`src/spi_ctrl_map.svh`:
```
// Register map, field positions and rate constants of the serial port control block
// Contract
// - Interrupt needs enable bit, flag, global enable
// - Module works only while enable bit set
// - Order bit one shifts LSB first
// - Master bit one drives clock, else slave
// - Select pin low in master, with pin set as input: fault
// - Polarity bit sets clock idle level, edges
// - Two rate bits choose clock divider
// - Rates divide by 4, 16, 64, 128
// - Done flag set per transfer, cleared
`ifndef SPI_CTRL_MAP_SVH
`define SPI_CTRL_MAP_SVH

// Register indices; byte address is four times the index
`define CTRL_IDX 8'h4C
`define STAT_IDX 8'h4D
`define DATA_IDX 8'h4E
`define CTRL_ADDR 12'h130
`define STAT_ADDR 12'h134
`define DATA_ADDR 12'h138

// Control and status fields
`define CTRL_RESET 8'h00
`define BIT_IRQ_EN 7
`define BIT_ENABLE 6
`define BIT_ORDER 5
`define BIT_MASTER 4
`define BIT_CLOCK_IDLE_POLARITY 3
`define BIT_CLOCK_SAMPLE_PHASE 2
`define BIT_DONE 7

// Half-period lengths in system clocks for the four rate codes
`define HALF_DIV4 7'h02
`define HALF_DIV16 7'h08
`define HALF_DIV64 7'h20
`define HALF_DIV128 7'h40

// Clock edges in one byte transfer
`define EDGES_PER_BYTE 5'h10

`endif

```
`src/spi_ctrl_pkg.sv`:
```
// Types shared by the serial port control block
package spi_ctrl_pkg;
    typedef enum logic [1:0] {
        ST_IDLE = 2'b00,
        ST_MASTER = 2'b01,
        ST_SLAVE = 2'b10
    } xfer_state_e;
endpackage

```
`src/spi_ctrl.sv`:
```
// Serial port with its control register, reached over APB
//
// Chosen here: the placing of the registers and the APB register port.
`timescale 1ns/1ps
`include "spi_ctrl_map.svh"
module spi_ctrl (
    input wire logic clk, // System clock, 10 MHz
    input wire logic rst_b, // Synchronous reset, active low
    input wire logic psel, // APB select
    input wire logic penable, // APB access phase
    input wire logic pwrite, // APB direction
    input wire logic [11:0] paddr, // APB byte address
    input wire logic [31:0] pwdata, // APB write data
    output logic [31:0] prdata, // APB read data
    output logic pready, // APB ready
    output logic pslverr, // APB error on unmapped address
    input wire logic global_irq_en, // Core global interrupt enable
    input wire logic irq_ack, // Pulse on interrupt entry
    output logic irq, // Serial interrupt request
    output logic sclk_o, // Serial clock out
    output logic sclk_oe, // Serial clock drive enable
    input wire logic sclk_i, // Serial clock pin level
    output logic mosi_o, // Master data out
    output logic mosi_oe, // Master data drive enable
    input wire logic mosi_i, // Master data pin level
    output logic miso_o, // Slave data out
    output logic miso_oe, // Slave data drive enable
    input wire logic miso_i, // Slave data pin level
    input wire logic ss_b_i, // Slave select pin level, low active
    input wire logic ss_is_input // Select pin configured as input
);
    logic [7:0] ctrl_q;
    logic [7:0] tx_q;
    logic [7:0] rx_q;
    logic done_q;
    logic armed_q;
    logic [31:0] prdata_q;
    logic pready_q;
    logic pslverr_q;
    logic irq_q;
    logic sclk_q;
    logic sclk_oe_q;
    logic mosi_q;
    logic mosi_oe_q;
    logic miso_q;
    logic miso_oe_q;
    spi_ctrl_pkg::xfer_state_e state_q;
    logic [6:0] tick_q;
    logic [4:0] edge_q;
    logic [3:0] sync1_q;
    logic [3:0] sync2_q;
    logic sclk_prev_q;

    // Two-flop synchronisers for sclk, mosi, miso, select
    always_ff @(posedge clk) begin
        if (!rst_b) begin
            sync1_q <= 4'h0;
            sync2_q <= 4'h0;
            sclk_prev_q <= 1'b0;
        end else begin
            sync1_q <= {sclk_i, mosi_i, miso_i, ss_b_i};
            sync2_q <= sync1_q;
            sclk_prev_q <= sync2_q[3];
        end
    end

    wire sclk_s = sync2_q[3];
    wire mosi_s = sync2_q[2];
    wire miso_s = sync2_q[1];
    wire ss_b_s = sync2_q[0];

    // Control fields
    wire en = ctrl_q[`BIT_ENABLE];
    wire lsb_first = ctrl_q[`BIT_ORDER];
    wire is_master = ctrl_q[`BIT_MASTER];
    wire clock_idle_polarity = ctrl_q[`BIT_CLOCK_IDLE_POLARITY];
    wire clock_sample_phase = ctrl_q[`BIT_CLOCK_SAMPLE_PHASE];

    // APB decode; a write or read takes effect on the ready edge
    wire acc = psel && penable && pready_q;
    wire wr = acc && pwrite;
    wire rd = acc && !pwrite;
    wire hit_ctrl = (paddr == `CTRL_ADDR);
    wire hit_stat = (paddr == `STAT_ADDR);
    wire hit_data = (paddr == `DATA_ADDR);
    wire mapped = hit_ctrl || hit_stat || hit_data;

    // Rate code to half period; divider count is even so halves are equal
    wire [6:0] half_len = (ctrl_q[1:0] == 2'b00) ? `HALF_DIV4 :
        (ctrl_q[1:0] == 2'b01) ? `HALF_DIV16 :
        (ctrl_q[1:0] == 2'b10) ? `HALF_DIV64 : `HALF_DIV128;

    // Mode fault: another master pulls select low
    wire fault = en && is_master && ss_is_input && !ss_b_s;

    // Master and slave edge timing
    wire half_tick = (state_q == spi_ctrl_pkg::ST_MASTER) && (tick_q == half_len - 7'h01);
    wire slave_sel = en && !is_master && !ss_b_s;
    wire slave_edge = (state_q == spi_ctrl_pkg::ST_SLAVE) && (sclk_s != sclk_prev_q);
    wire edge_ev = half_tick || slave_edge;
    // Edge number about to happen is edge_q; even ones are leading
    wire leading = !edge_q[0];
    wire sample_ev = edge_ev && (leading ^ clock_sample_phase);
    wire last_edge = edge_ev && (edge_q == `EDGES_PER_BYTE - 5'h01);
    wire start_m = wr && hit_data && en && is_master && (state_q == spi_ctrl_pkg::ST_IDLE);

    // Bit in flight: changes on trailing edge (phase 0) or leading (phase 1)
    wire [4:0] edges_done = edge_ev ? edge_q + 5'h01 : edge_q;
    wire [4:0] shifted = clock_sample_phase ? ((edges_done == 5'h00) ? 5'h00 : edges_done - 5'h01) : edges_done;
    wire [2:0] pos = shifted[3:1];
    wire [2:0] bit_idx = lsb_first ? pos : 3'h7 - pos;
    wire out_bit = tx_q[bit_idx];
    wire in_bit = is_master ? miso_s : mosi_s;

    // Control register; fault clears master, software must set it again
    always_ff @(posedge clk) begin
        if (!rst_b) begin
            ctrl_q <= `CTRL_RESET;
        end else if (fault) begin
            ctrl_q[`BIT_MASTER] <= 1'b0;
        end else if (wr && hit_ctrl) begin
            ctrl_q <= pwdata[7:0];
        end
    end

    // Transfer sequencer
    always_ff @(posedge clk) begin
        if (!rst_b || !en || fault) begin
            state_q <= spi_ctrl_pkg::ST_IDLE;
            tick_q <= 7'h00;
            edge_q <= 5'h00;
        end else begin
            unique case (state_q)
                spi_ctrl_pkg::ST_IDLE: begin
                    tick_q <= 7'h00;
                    edge_q <= 5'h00;
                    if (start_m) begin
                        state_q <= spi_ctrl_pkg::ST_MASTER;
                    end else if (slave_sel) begin
                        state_q <= spi_ctrl_pkg::ST_SLAVE;
                    end
                end
                spi_ctrl_pkg::ST_MASTER: begin
                    tick_q <= half_tick ? 7'h00 : tick_q + 7'h01;
                    if (half_tick) begin
                        edge_q <= edge_q + 5'h01;
                    end
                    if (last_edge) begin
                        state_q <= spi_ctrl_pkg::ST_IDLE;
                    end
                end
                spi_ctrl_pkg::ST_SLAVE: begin
                    // Select release ends the frame, whatever the edge count
                    if (!slave_sel) begin
                        state_q <= spi_ctrl_pkg::ST_IDLE;
                    end else if (slave_edge) begin
                        edge_q <= last_edge ? 5'h00 : edge_q + 5'h01;
                    end
                end
                default: begin
                    state_q <= spi_ctrl_pkg::ST_IDLE;
                end
            endcase
        end
    end

    // Data shifting: sample edge fills receive byte in chosen order
    always_ff @(posedge clk) begin
        if (!rst_b) begin
            tx_q <= 8'h00;
            rx_q <= 8'h00;
        end else begin
            if (wr && hit_data && state_q == spi_ctrl_pkg::ST_IDLE) begin
                tx_q <= pwdata[7:0];
            end
            if (sample_ev) begin
                rx_q <= lsb_first ? {in_bit, rx_q[7:1]} : {rx_q[6:0], in_bit};
            end
        end
    end

    // Done flag: set wins; cleared by entry or status read then data access
    wire clr_seq = acc && hit_data && armed_q;
    always_ff @(posedge clk) begin
        if (!rst_b) begin
            done_q <= 1'b0;
            armed_q <= 1'b0;
        end else begin
            if (last_edge || fault) begin
                done_q <= 1'b1;
            end else if (irq_ack || clr_seq) begin
                done_q <= 1'b0;
            end
            if (rd && hit_stat && done_q) begin
                armed_q <= 1'b1;
            end else if (clr_seq || !done_q) begin
                armed_q <= 1'b0;
            end
        end
    end

    // Interrupt request, registered so the port is a flop
    always_ff @(posedge clk) begin
        if (!rst_b) begin
            irq_q <= 1'b0;
        end else begin
            irq_q <= ctrl_q[`BIT_IRQ_EN] && done_q && global_irq_en && !irq_ack;
        end
    end

    // Pin drivers; clock idles at polarity level between frames
    wire m_run = (state_q == spi_ctrl_pkg::ST_MASTER);
    wire sclk_d = (m_run && half_tick) ? ~sclk_q : (m_run ? sclk_q : clock_idle_polarity);
    always_ff @(posedge clk) begin
        if (!rst_b) begin
            sclk_q <= 1'b0;
            sclk_oe_q <= 1'b0;
            mosi_q <= 1'b0;
            mosi_oe_q <= 1'b0;
            miso_q <= 1'b0;
            miso_oe_q <= 1'b0;
        end else begin
            sclk_q <= sclk_d;
            sclk_oe_q <= en && is_master && !fault;
            mosi_oe_q <= en && is_master && !fault;
            mosi_q <= out_bit;
            miso_oe_q <= slave_sel;
            miso_q <= out_bit;
        end
    end

    // APB slave: one wait state, error on unmapped address
    always_ff @(posedge clk) begin
        if (!rst_b) begin
            pready_q <= 1'b0;
            pslverr_q <= 1'b0;
            prdata_q <= 32'h0000_0000;
        end else begin
            pready_q <= psel && penable && !pready_q;
            pslverr_q <= psel && penable && !pready_q && !mapped;
            if (psel && penable && !pready_q) begin
                prdata_q <= hit_ctrl ? {24'h00_0000, ctrl_q} :
                    hit_stat ? {24'h00_0000, done_q, 7'h00} :
                    hit_data ? {24'h00_0000, rx_q} : 32'h0000_0000;
            end
        end
    end

    assign prdata = prdata_q;
    assign pready = pready_q;
    assign pslverr = pslverr_q;
    assign irq = irq_q;
    assign sclk_o = sclk_q;
    assign sclk_oe = sclk_oe_q;
    assign mosi_o = mosi_q;
    assign mosi_oe = mosi_oe_q;
    assign miso_o = miso_q;
    assign miso_oe = miso_oe_q;
endmodule

```
`config.mk`:
```
export PLATFORM = sky130hd
export DESIGN_NAME = spi_ctrl
export DESIGN_NICKNAME = d
export VERILOG_FILES = /design/src/spi_ctrl_pkg.sv /design/src/spi_ctrl.sv
export VERILOG_INCLUDE_DIRS = /design/src
export SDC_FILE = /design/constraint.sdc
export NUM_CORES = 1
export LEC_CHECK = 0
export ABC_AREA = 1
export BUFFER_PORTS_ARGS = -buffer_cell sky130_fd_sc_hd__buf_4
export CAP_MARGIN = 20
export CORE_UTILIZATION = 49
export CTS_BUF_LIST = sky130_fd_sc_hd__clkbuf_4
export CTS_CLUSTER_DIAMETER = 120
export DETAILED_ROUTE_END_ITERATION = 10
export HOLD_SLACK_MARGIN = 0.06
export PLACE_DENSITY = 0.75
export SLEW_MARGIN = 5
export SYNTH_ARGS = -nofsm -noshare
export SYNTH_HDL_FRONTEND = slang
export SYNTH_SLANG_ARGS = --single-unit
```
`constraint.sdc`:
```
create_clock -name clk -period 2.2 [get_ports clk]
set_input_delay 0.33 -clock clk [delete_from_list [all_inputs] [get_ports clk]]
set_output_delay 0.33 -clock clk [all_outputs]
set_load 0.02 [all_outputs]
```
==> results summary, run 1 <==
The checks that failed: negative setup slack. The post-synthesis instance area came out at 3383 um2. The region available for standard cell placement spans 6495 um2. In this run the clock root is driven by a sky130_fd_sc_hd__clkbuf_4. TritonCTS built the clock tree. The final worst clock skew came out at 21.36 ps.

The overall die area is 7241 um2. The warning count from the yosys run came out at 0. Global routing used 22.25% of the available tracks across all layers. STA classifies the critical path startpoint as a flip-flop. The die width came out at 85.10 um. The number of distinct library cell variants in the gate-level netlist after synthesis came out at 38. The final instance area came out at 4220 um2. The routed layout has 3305 vias. The most critical setup path has its endpoint at miso_o$_SDFF_PN0_. The share of final-layout standard cells stronger than drive strength 1 is 25.86%.

The number of clock sinks came out at 64. The via count of the first global-routing pass came out at 2984. The hold violation count in the final report came to 0. The maximum achievable frequency is 413.3 MHz. The half-perimeter wire length of the detailed placement result is 5.562 mm. The minimum setup slack after placement is -243.9 ps.

The final max-slew violation count came out at 0. Clock-pin slew was measured on the worst setup and hold paths at 120 ps. The clock passes through at most 2 buffers. The endpoint identified for the worst register-to-register timing path is miso_o$_SDFF_PN0_.

Leaving out fill and tap cells, the most frequent cells in the layout are sky130_fd_sc_hd__nand2_1 (96), sky130_fd_sc_hd__buf_4 (76), sky130_fd_sc_hd__dfxtp_1 (62). Summed over all layers, the routed wires come to 8.116 mm. The residual antenna-violating net count after detailed routing is 0. The number of detailed-routing iterations run before antenna repair came out at 5. The total number of H-tree levels is 3.

Measured along the y axis, the die boundary spans 85.10 um. The count of unresolved DRC violations after routing is 0. The maximum number of pins on one net before global-route repair is 43. Counting flops with an async set or reset pin after synthesis yields a share of 0%.

The number of synthesized flops with an enable pin came out at 0. Setup repair after global routing could not meet its margin everywhere. The critical path in this run is classified as flip-flop to flip-flop. The number of cells on the worst reg-to-reg path is 20. The part of the Yosys area used for sequential elements came out at 37.87%. The number of nets in the layout came out at 613. The overall power of the completed layout came out at 0.002135 W. The register-to-register path setup slack is -220 ps. The data required time of the critical path came out at 2520 ps. The average cell area after synthesis came out at 7.183 um2. Relative to the synthesized area, the layout overhead comes to 24.74%. The repair_antennas step left the layout with diodes totalling 0. The min-delay analysis places its worst path in the category input pin to flip-flop. Setup violations remaining at the end of the flow were counted as 16. The average wire length per cell after detail routing is 12.88 um. The run finished, with violations left.

The critical path starts at ctrl_q[1]$_SDFFE_PN0P_. The source-to-sink clock delay at the later pin of the worst-skew pair came out at 410 ps. The count of maximum capacitance violations came out at 0. The number of placement rows is 29. The starting utilization of the core area is 52.09%. The analysis attributes to cell leakage a power of 1.927 nW. The summed negative setup slack over all endpoints came out at -1469 ps. 97 I/O pins were placed. In this run, CTS created clock tree buffers numbering 9. The critical path arrival came out at 2740 ps. The shortest clock period the worst path allows after layout is 2419 ps.

The cell count after synthesis is 471. The wire length of the first global-routing pass is 12.74 mm. The via-per-instance ratio came out at 5.246. Leaving out fill and tap cells, the most frequent cell in the layout is sky130_fd_sc_hd__nand2_1.

After global routing the overflow that remains totals 0. The violation count after the first detailed-route iteration came out at 317. The congestion estimate from routability-driven global placement came to 0.8807. STA classifies the critical path endpoint as a flip-flop. The peak ir drop on the vdd network is 0.3680 mV. The maximum fanout encountered on the critical timing path came out at 7. The power per cell area came out at 506.0 nW/um2. The final cycle utilization of the critical path came out at 110.0%. Among all flip-flop cells after synthesis, the most frequent one is sky130_fd_sc_hd__dfxtp_1.

The post-synthesis sequential element count is 64. The worst setup margin came out at -219.5 ps. In this run the critical register-to-register path is launched from ctrl_q[1]$_SDFFE_PN0P_. The count of buffers added on input and output ports is 48. The initial antenna violation count was 0.

The instance area at placement is 3852 um2.
## worst min path at each step
stage	from	cells after the start	endpoint	slack (ps)
after floorplan	sync1_q[0]$_SDFF_PN0_	2	sync2_q[0]$_SDFF_PN0_	390
after global placement	sync1_q[3]$_SDFF_PN0_	2	sync2_q[3]$_SDFF_PN0_	390
after detailed placement	sync1_q[1]$_SDFF_PN0_	2	sync2_q[1]$_SDFF_PN0_	400
after CTS	irq_ack	2	irq$_SDFF_PN0_	70
after global routing	irq_ack	2	irq$_SDFF_PN0_	70
final	irq_ack	2	irq$_SDFF_PN0_	90
## metal layers
layer / track usage [%] / vias up / part of all wire [%]
met3: 5.058 / 21 / 5.4
met1: 26.53 / 1511 / 43
met4: 11.25 / 0 / 2.6
li1: - / 1648 / -
met2: 37.61 / 125 / 49
met5: 0 / - / 0
## report_power, final
| part | leakage [nW] | internal (W) | total [W] | switching (W) |
|---|---|---|---|---|
| sequential | 0.520 | 0.00117 | 0.00118 | 0.00000798 |
| combinational | 1.34 | 0.0000680 | 0.000175 | 0.000107 |
| clock | 0.0704 | 0.000361 | 0.000778 | 0.000417 |
## logic make-up (layout without fill, tap and decap cells)
logic type	Yosys count	count (layout)	share of synthesized area [%]
simple gates	192	192	26.70
buf+inv	107	166	14.87
compound gates	93	93	15.94
flops	64	64	37.87
fa+ha+maj	8	8	2.959
xor+xnor	6	6	1.553
other cells	1	24	0.1108
## worst max-delay path, cell delays in order, from the launching register on
cell	delay (ps)
sky130_fd_sc_hd__dfxtp_2	360
sky130_fd_sc_hd__inv_4	80
sky130_fd_sc_hd__nand2_4	60
sky130_fd_sc_hd__ha_4	270
sky130_fd_sc_hd__inv_2	30
sky130_fd_sc_hd__nand2_2	60
sky130_fd_sc_hd__nand2_2	50
sky130_fd_sc_hd__nor2_4	110
sky130_fd_sc_hd__nand4_4	160
sky130_fd_sc_hd__nand3_1	160
sky130_fd_sc_hd__nand2_2	110
sky130_fd_sc_hd__nor2_4	170
sky130_fd_sc_hd__nand2_2	100
sky130_fd_sc_hd__nand2_2	90
sky130_fd_sc_hd__nand2_4	70
sky130_fd_sc_hd__nand2_4	90
sky130_fd_sc_hd__nand2_1	60
sky130_fd_sc_hd__nand3_1	90
sky130_fd_sc_hd__nand3_1	70
sky130_fd_sc_hd__nand2_1	60
sky130_fd_sc_hd__nor2_1	50
## registers in the layout, summed over array words and instances (netlist names), 2 cells and up
name and count:
state_q 2, sync2_q 4, edge_q 5, rx_q 8
tx_q 8, prdata 8, sync1_q 4, ctrl_q 8
tick_q 7
## synth_stat cells (all sizes together), types with 2 or more instances
library cell	number	area, um2
nand3	30	170.2
nand2	114	465.4
a21oi	30	150.1
a31oi	8	50.05
a221oi	2	17.52
o221ai	2	17.52
xor2	5	43.79
ha	8	100.1
nor4	3	18.77
nand3b	3	22.52
dfxtp	64	1281
o211ai	13	97.59
clkbuf	9	33.78
nand4	4	40.04
inv	69	259.0
o21ai	33	165.2
nor2	26	112.6
nor3	9	50.05
buf	29	210.2
## area by class of cell
type / instances / area, um2
Clock inverter: 4 / 46.29
Fill cell: 555 / 2275
Clock buffer: 11 / 82.58
Sequential cell: 64 / 1286
Multi-Input combinational cell: 323 / 1784
Timing Repair Buffer: 82 / 660.6
Tap cell: 77 / 96.34
Inverter: 69 / 264.0
## metrics by stage
step / std cells / hold slack, ps / utilization [%]
3_3_place_gp: 602 / 392.0 / 59.31
4_1_cts: 621 / 72.87 / 62.57
5_1_grt: 630 / 65.26 / 64.98
3_5_place_dp: 602 / 397.9 / 59.31
2_1_floorplan: 494 / 390.5 / -
6_report: 630 / 90.10 / 64.98
## repair_timing
item / CTS / global route
gates resized for setup: 15 / 23
endpoints found under the setup margin: 3 / 9
gates cloned: 0 / 1
buffers inserted: 4 / 8
hold buffers: 0 / 0
pin swaps: 4 / 7
(Power assumes the default switching activity.)
==> inputs of run 2 (changes only) <==
--- a/config.mk
+++ b/config.mk
@@ -9,12 +9,13 @@
 export ABC_AREA = 1
 export BUFFER_PORTS_ARGS = -buffer_cell sky130_fd_sc_hd__buf_4
 export CAP_MARGIN = 20
+export CORE_MARGIN = 8
 export CORE_UTILIZATION = 49
 export CTS_BUF_LIST = sky130_fd_sc_hd__clkbuf_4
 export CTS_CLUSTER_DIAMETER = 120
 export DETAILED_ROUTE_END_ITERATION = 10
 export HOLD_SLACK_MARGIN = 0.06
-export PLACE_DENSITY = 0.75
+export PLACE_DENSITY = 0.77
 export SLEW_MARGIN = 5
 export SYNTH_ARGS = -nofsm -noshare
 export SYNTH_HDL_FRONTEND = slang
==> run 2 against run 1 <==
The flow still finishes with violations (negative setup slack). Utilization decreased by 0.39 points. Register-to-register slack about the same. Sequential cell count unchanged. Sequential share of layout area decreased by 1.0 points. First-iteration DRC count decreased by 25%. Maximum frequency increased by 0.37%. Clock power increased by 16%. Via count increased by 0.70%. Total power increased by 6.0%. Clock skew about the same. Non-clock buffer count increased by 5. Combinational power about the same.
==> results summary, run 2 (synthesis results as in run 1) <==
The run finished, with violations left. The checks that failed: negative setup slack. The peak ir drop on the vdd network is 0.4476 mV.

The via-per-instance ratio came out at 5.208. The slew of the pin with the lowest slew margin is 527.1 ps. The final worst clock skew is 21.60 ps.

The net load switching power is 0.0005698 W. For this design the top-level I/O count stands at 97. The residual antenna-violating net count after detailed routing is 0. The kind of end point of the critical path is a flip-flop. The maximum achievable frequency is 414.9 MHz. The area added between synthesis and finish came out at 28.99%. The number of nets in the layout is 618. Global routing used 17.57% of the available tracks.

Combinational cells account for 7.8% of the total power. In this run the worst hold path is classified as input pin to flip-flop. The count of maximum capacitance violations came out at 0. CTS saw 64 sinks.

Sequential cells account for 52.2% of the total power. The final core area utilization came out at 64.59%. The final cycle utilization of the critical path is 109.6%. The area of the core came out at 6756 um2. The number of detailed-routing iterations run before antenna repair came out at 6. The most common library cell in the layout ignoring fill and taps is sky130_fd_sc_hd__nand2_1. The destination of the worst hold path is sync1_q[2]$_SDFF_PN0_. The final instance area came out at 4364 um2. The number of placement rows is 30. The number of vias after detailed routing is 3328. Clock-pin slew was measured on the worst setup and hold paths at 110 ps. The count of filler cells inserted in the layout came out at 554. The count of unresolved DRC violations after routing is 0. For the worst setup path, the data arrival time is 2790 ps.

The initial antenna violation count came out at 0. The register-to-register path setup slack came out at -210 ps. The via count of the first global-routing pass came out at 3164. The fraction of power spent switching nets came out at 25.17%. The leakage power summed over all cells is 1.975 nW. The die width is 99.10 um. The count of antenna diodes in the layout is 0. The final weighted congestion in routability-driven placement came out at 0.8504. The hold violation count in the final report is 0. The signal on the critical path passes through inv_4, nand2_4, ha_4, inv_2, nand2_2, nand2_2, nor2_4, nand4_4, nand2_4, nand2_2, nand2_4, buf_4, nand3_4, nand2_2, nand2_1, nand2_2, nand3_1, nand3_1, nand2_1, nor2_1.

The overall routed net length is 8.971 mm. The part of the total power dissipated in the clock network is 40.0%. The power per cell area came out at 518.7 nW/um2. The overall power of the completed layout came out at 0.002264 W. The violation count after the first detailed-route iteration came out at 239. The internal portion of the total power is 0.001694 W. The count of port buffers added during placement is 48. In this run the vertical extent of the chip is 99.10 um. TritonCTS built the clock tree. The remaining max-slew budget at the tightest pin came out at 64.82%. The wire length of the first global-routing pass is 14.03 mm.

The average wire length per cell after detail routing is 14.04 um. The final global-route overflow total is 0. The total number of H-tree levels is 3.

The worst hold path passes through 3 cells. The highest cell delay on the worst timing path is 390 ps. The worst setup margin came out at -210.5 ps. Clock tree synthesis selected as its root buffer the cell sky130_fd_sc_hd__clkbuf_4.

In this run, CTS created clock tree buffers numbering 9. Setup violations remaining at the end of the flow were counted as 1. The starting utilization of the core area is 50.07%. The final max-slew violation count came out at 0.

The critical-path cell with the highest stage delay is sky130_fd_sc_hd__dfxtp_4. Leaving out fill and tap cells, the most frequent cells in the layout are sky130_fd_sc_hd__nand2_1 (90), sky130_fd_sc_hd__buf_4 (83), sky130_fd_sc_hd__dfxtp_1 (62). The launch instance of the worst min-delay path is mosi_i.

The data required time of the critical path came out at 2580 ps. The shortest clock period the worst path allows after layout came out at 2410 ps. Setup repair after global routing could not meet its margin everywhere. STA classifies the critical path startpoint as a flip-flop. The die covers 9820 um2. Entering global routing, the biggest net connects 43 pins. The worst setup path is of the flip-flop to flip-flop kind. The wire-length estimate of the detail-placed layout is 6.045 mm. The startpoint identified for the worst register-to-register timing path is ctrl_q[0]$_SDFFE_PN0P_.

In this run the deepest clock path goes through 2 buffers. The hold slack is 79.98 ps. The most repeated library cell on the critical path is sky130_fd_sc_hd__nand2_2. The maximum fanout encountered on the critical timing path is 7. The end of the worst register-to-register path is miso_o$_SDFF_PN0_.

The number of cells on the worst reg-to-reg path is 20. The instance area at placement came out at 3901 um2. The share of final-layout standard cells stronger than drive strength 1 came out at 27.91%. The source-to-sink clock delay at the later pin of the worst-skew pair came out at 440 ps.
==> run 2: changes by cell type in the layout (fill, tap and decap cells not counted), moves of 2 or more <==
cell                       before  now
sky130_fd_sc_hd__buf_4         76   83
sky130_fd_sc_hd__buf_6          4    1
sky130_fd_sc_hd__clkbuf_4      11    9
sky130_fd_sc_hd__clkinv_2       1    3
sky130_fd_sc_hd__inv_2          7    5
sky130_fd_sc_hd__nand2_1       96   90
sky130_fd_sc_hd__nand2_2       11   16
sky130_fd_sc_hd__nand3_2        5    2
sky130_fd_sc_hd__nand3_4        1    5
sky130_fd_sc_hd__nor2_4         2    4
==> run 2: power groups by stage <==
stage	combinational, W	clock [W]	sequential (W)
2_1_floorplan	0.000116	0	0.00122
3_3_place_gp	0.000170	0	0.00121
3_5_place_dp	0.000173	0	0.00121
4_1_cts	0.000175	0.000915	0.00118
5_1_grt	0.000191	0.000972	0.00118
6_report	0.000177	0.000905	0.00118
==> run 2: final cells by class <==
cell class                      count  area [um2]  share of cell area (%)
Inverter                           69       266.5                   6.107
Sequential cell                    64        1286                   29.47
Tap cell                           80       100.1                   2.294
Timing Repair Buffer               87       689.4                   15.80
Multi-Input combinational cell    323        1868                   42.80
Clock buffer                        9       67.56                   1.548
Clock inverter                      7       86.33                   1.978
==> run 2: worst max-delay path by stage <==
stage,from,to,slack (ps)
3_5_place_dp,ctrl_q[1]$_SDFFE_PN0P_,miso_o$_SDFF_PN0_,-230
6_report,ctrl_q[0]$_SDFFE_PN0P_,miso_o$_SDFF_PN0_,-210
5_1_grt,ctrl_q[0]$_SDFFE_PN0P_,miso_o$_SDFF_PN0_,-370
4_1_cts,ctrl_q[0]$_SDFFE_PN0P_,miso_o$_SDFF_PN0_,-170
2_1_floorplan,ctrl_q[1]$_SDFFE_PN0P_,miso_o$_SDFF_PN0_,7
3_3_place_gp,ctrl_q[1]$_SDFFE_PN0P_,miso_o$_SDFF_PN0_,-190
==> run 2: stage by stage <==
stage                     instances  setup WS (ps)  TNS, ps
final                           639         -210.5   -210.5
after global routing            639         -369.0    -1105
after CTS                       632         -168.2   -168.2
after floorplan                 494          7.378        0
after global placement          611         -191.6   -191.6
after detailed placement        611         -234.4   -239.9
==> run 2: critical path: cells and delay by family, from the launching register on <==
family	cells	cell delay (ps)
buf+inv	3	220
fa+ha+maj	1	260
simple gates	16	1480
flops	1	390
==> run 2: what timing repair did <==
item,in CTS,in global routing
pin swaps,8,22
buffers inserted,4,8
gates resized for setup,12,40
endpoints found under the setup margin,7,16
cloned,0,1
hold buffers,1,0
endpoints found under the hold margin,1,0
==> run 2: layer usage <==
layer / wire length, um / vias up / global-route usage, %
met2: 4273 / 137 / 28.53
met3: 615 / 25 / 5.237
li1: - / 1649 / -
met5: 0 / - / 0
met4: 248 / 0 / 10.48
met1: 3834 / 1517 / 20.02
==> inputs of run 3 (changes only) <==
--- a/config.mk
+++ b/config.mk
@@ -14,8 +14,9 @@
 export CTS_BUF_LIST = sky130_fd_sc_hd__clkbuf_4
 export CTS_CLUSTER_DIAMETER = 120
 export DETAILED_ROUTE_END_ITERATION = 10
-export HOLD_SLACK_MARGIN = 0.06
+export HOLD_SLACK_MARGIN = 0.1
 export PLACE_DENSITY = 0.77
+export SKIP_CTS_REPAIR_TIMING = 1
 export SLEW_MARGIN = 5
 export SYNTH_ARGS = -nofsm -noshare
 export SYNTH_HDL_FRONTEND = slang
==> run 3 against run 2 <==
The run still ends with negative setup slack left. Largest power group unchanged. Clock skew down 3.6 ps. Final cell count unchanged. Cell area down 1.1%. Global-route usage down 0.56 points. Register-to-register slack better by 20 ps. Highest routed layer unchanged.
==> results summary, run 3 (synthesis results as in run 1) <==
The kind of end point of the critical path is a flip-flop. The count of unresolved DRC violations after routing is 0. Across all register-to-register paths, the minimum setup slack is -190 ps. Setup repair after global routing could not meet its margin everywhere. The count of filler cells inserted in the layout came out at 573. The startpoint of the most critical register-to-register path is ctrl_q[0]$_SDFFE_PN0P_. The area of the core is 6756 um2. The overall routed net length came out at 8.747 mm.

In the routed layout, each cell is associated on average with a via count of 5.136. The finished layout holds 639 standard cells, fillers aside. The worst setup margin is -192.3 ps. The number of placement rows is 30.

The count of maximum capacitance violations is 0. The startpoint type of the worst setup path is a flip-flop. The average wire length per cell after detail routing is 13.69 um. The maximum number of pins on one net before global-route repair is 43. The peak ir drop on the vdd network is 0.3944 mV. After routing the design area is 4317 um2. The setup-violating endpoint count in the final report came out at 2. The shortest clock period the worst path allows after layout came out at 2392 ps. The final global-route overflow total is 0. The residual antenna-violating net count after detailed routing came out at 0. For this configuration, the core starts out at a cell density of 50.07%. The worst-case reg-to-reg path depth came out at 20. In this run the worst hold path is classified as input pin to flip-flop.

The buffer levels on the longest clock path is 2. The number of placed cells counting well taps came out at 611. The via count of the first global-routing pass came to 3076. The most common library cell in the layout ignoring fill and taps is sky130_fd_sc_hd__nand2_1. The violation count after the first detailed-route iteration came out at 261. The run finished, with violations left.

The leakage power summed over all cells is 1.939 nW. The instance area at placement came out at 3901 um2. The final reports fail on negative setup slack.

The overall die area is 9820 um2. The area added between synthesis and finish came out at 27.59%. The wire length of the first global-routing pass is 13.59 mm. The remaining max-slew budget at the tightest pin is 64.69%.

The number of clock sinks came out at 64. Dividing total power by cell area gives a power density of 525.9 nW/um2. The die width came out at 99.10 um. CTS placed an instance of sky130_fd_sc_hd__clkbuf_4 at the clock tree root. The first detailed-routing pass took 4 iterations. The HPWL after detailed placement is 6.045 mm.

The end of the critical path is miso_o$_SDFF_PN0_. Of the cells placed in the final design, the portion with a size suffix greater than 1 is 27.73%. The top cell types in the final layout, fill and taps aside, are sky130_fd_sc_hd__nand2_1 (88), sky130_fd_sc_hd__buf_4 (81), sky130_fd_sc_hd__dfxtp_1 (62). The data required time of the critical path is 2540 ps. Along the worst path, the maximum fanout reaches 7. The kind of critical path is flip-flop to flip-flop. The final cycle utilization of the critical path came out at 108.7%. The final route contains 3282 vias. The most critical setup path has its startpoint at ctrl_q[0]$_SDFFE_PN0P_. The maximum achievable frequency came out at 418.0 MHz.

The final max-slew violation count came to 0. The count of antenna diodes in the layout is 0. The floorplan die height is 99.10 um.

The number of I/O pins is 97. The count of port buffers added during placement came out at 48. The H-tree generated during clock tree synthesis spans 3 levels. The final worst clock skew is 18.03 ps. The slew of the pin with the lowest slew margin is 529.0 ps.

The end of the worst register-to-register path is miso_o$_SDFF_PN0_. The register clock-pin slew on the reported worst setup and hold paths came out at 120 ps. Final hold analysis gives a worst-case slack of 167.8 ps.

The source-to-sink clock delay at the later pin of the worst-skew pair is 430 ps. TritonCTS built the clock tree. The final weighted congestion in routability-driven placement is 0.8504.

The initial antenna violation count came out at 0. The critical path arrival came out at 2740 ps. The hold violation count in the final report is 0.

The number of nets in the layout came out at 618. The overall power of the completed layout came out at 0.002270 W. Global routing consumed, over all layers together, 17.01% of the routing resources. The clock buffer count from CTS came out at 9.
run 3: worst min path at each step:
stage	from	end	cells after the start	slack (ps)
6_report	global_irq_en	irq$_SDFF_PN0_	3	170
5_1_grt	global_irq_en	irq$_SDFF_PN0_	3	140
4_1_cts	irq_ack	irq$_SDFF_PN0_	2	50
3_5_place_dp	sync1_q[0]$_SDFF_PN0_	sync2_q[0]$_SDFF_PN0_	2	400
3_3_place_gp	sync1_q[3]$_SDFF_PN0_	sync2_q[3]$_SDFF_PN0_	2	390
2_1_floorplan	sync1_q[0]$_SDFF_PN0_	sync2_q[0]$_SDFF_PN0_	2	390
run 3: area by class of cell:
type	count	area, um2	share of cell area, %
timing repair buffer	87	678.2	15.71
tap	80	100.1	2.319
clock buffer	9	67.56	1.565
clock inverter	7	86.33	2.000
sequential	64	1286	29.80
multi-input combinational	323	1834	42.49
inverter	69	264.0	6.116
run 3: metal layers:
| layer | up-vias | share of wire, % | track usage (%) |
|---|---|---|---|
| li1 | 1656 | - | - |
| met1 | 1487 | 43 | 19.52 |
| met3 | 16 | 7.6 | 5.237 |
| met4 | 0 | 1.7 | 10.13 |
| met2 | 123 | 48 | 27.34 |
| met5 | - | 0 | 0 |
run 3: where the power goes:
group	switching, W	internal (W)
sequential	0.00000803	0.00117
clock	0.000455	0.000451
combinational	0.000109	0.0000737
run 3: stage by stage:
step           setup WS [ps]  TNS, ps  util (%)
2_1_floorplan          7.378        0         -
3_3_place_gp          -191.6   -191.6     57.74
3_5_place_dp          -234.4   -239.9     57.74
4_1_cts               -304.3   -414.5     60.02
5_1_grt               -333.0    -1162     63.89
6_report              -192.3   -198.0     63.89
run 3: worst max-delay path, stage by stage, from the launching register on:
cell	delay [ps]
sky130_fd_sc_hd__dfxtp_4	380
sky130_fd_sc_hd__inv_4	70
sky130_fd_sc_hd__nand2_4	50
sky130_fd_sc_hd__ha_4	260
sky130_fd_sc_hd__inv_2	30
sky130_fd_sc_hd__nand2_2	50
sky130_fd_sc_hd__nand2_2	60
sky130_fd_sc_hd__nor2_4	130
sky130_fd_sc_hd__nand4_4	150
sky130_fd_sc_hd__nand3_2	140
sky130_fd_sc_hd__nand3_4	90
sky130_fd_sc_hd__nor2_4	160
sky130_fd_sc_hd__nand2_2	100
sky130_fd_sc_hd__nand2_2	90
sky130_fd_sc_hd__nand2_4	70
sky130_fd_sc_hd__nand2_4	130
sky130_fd_sc_hd__nand2_2	50
sky130_fd_sc_hd__nand3_1	70
sky130_fd_sc_hd__nand2_1	60
sky130_fd_sc_hd__nor2_1	100
sky130_fd_sc_hd__nor2_1	40
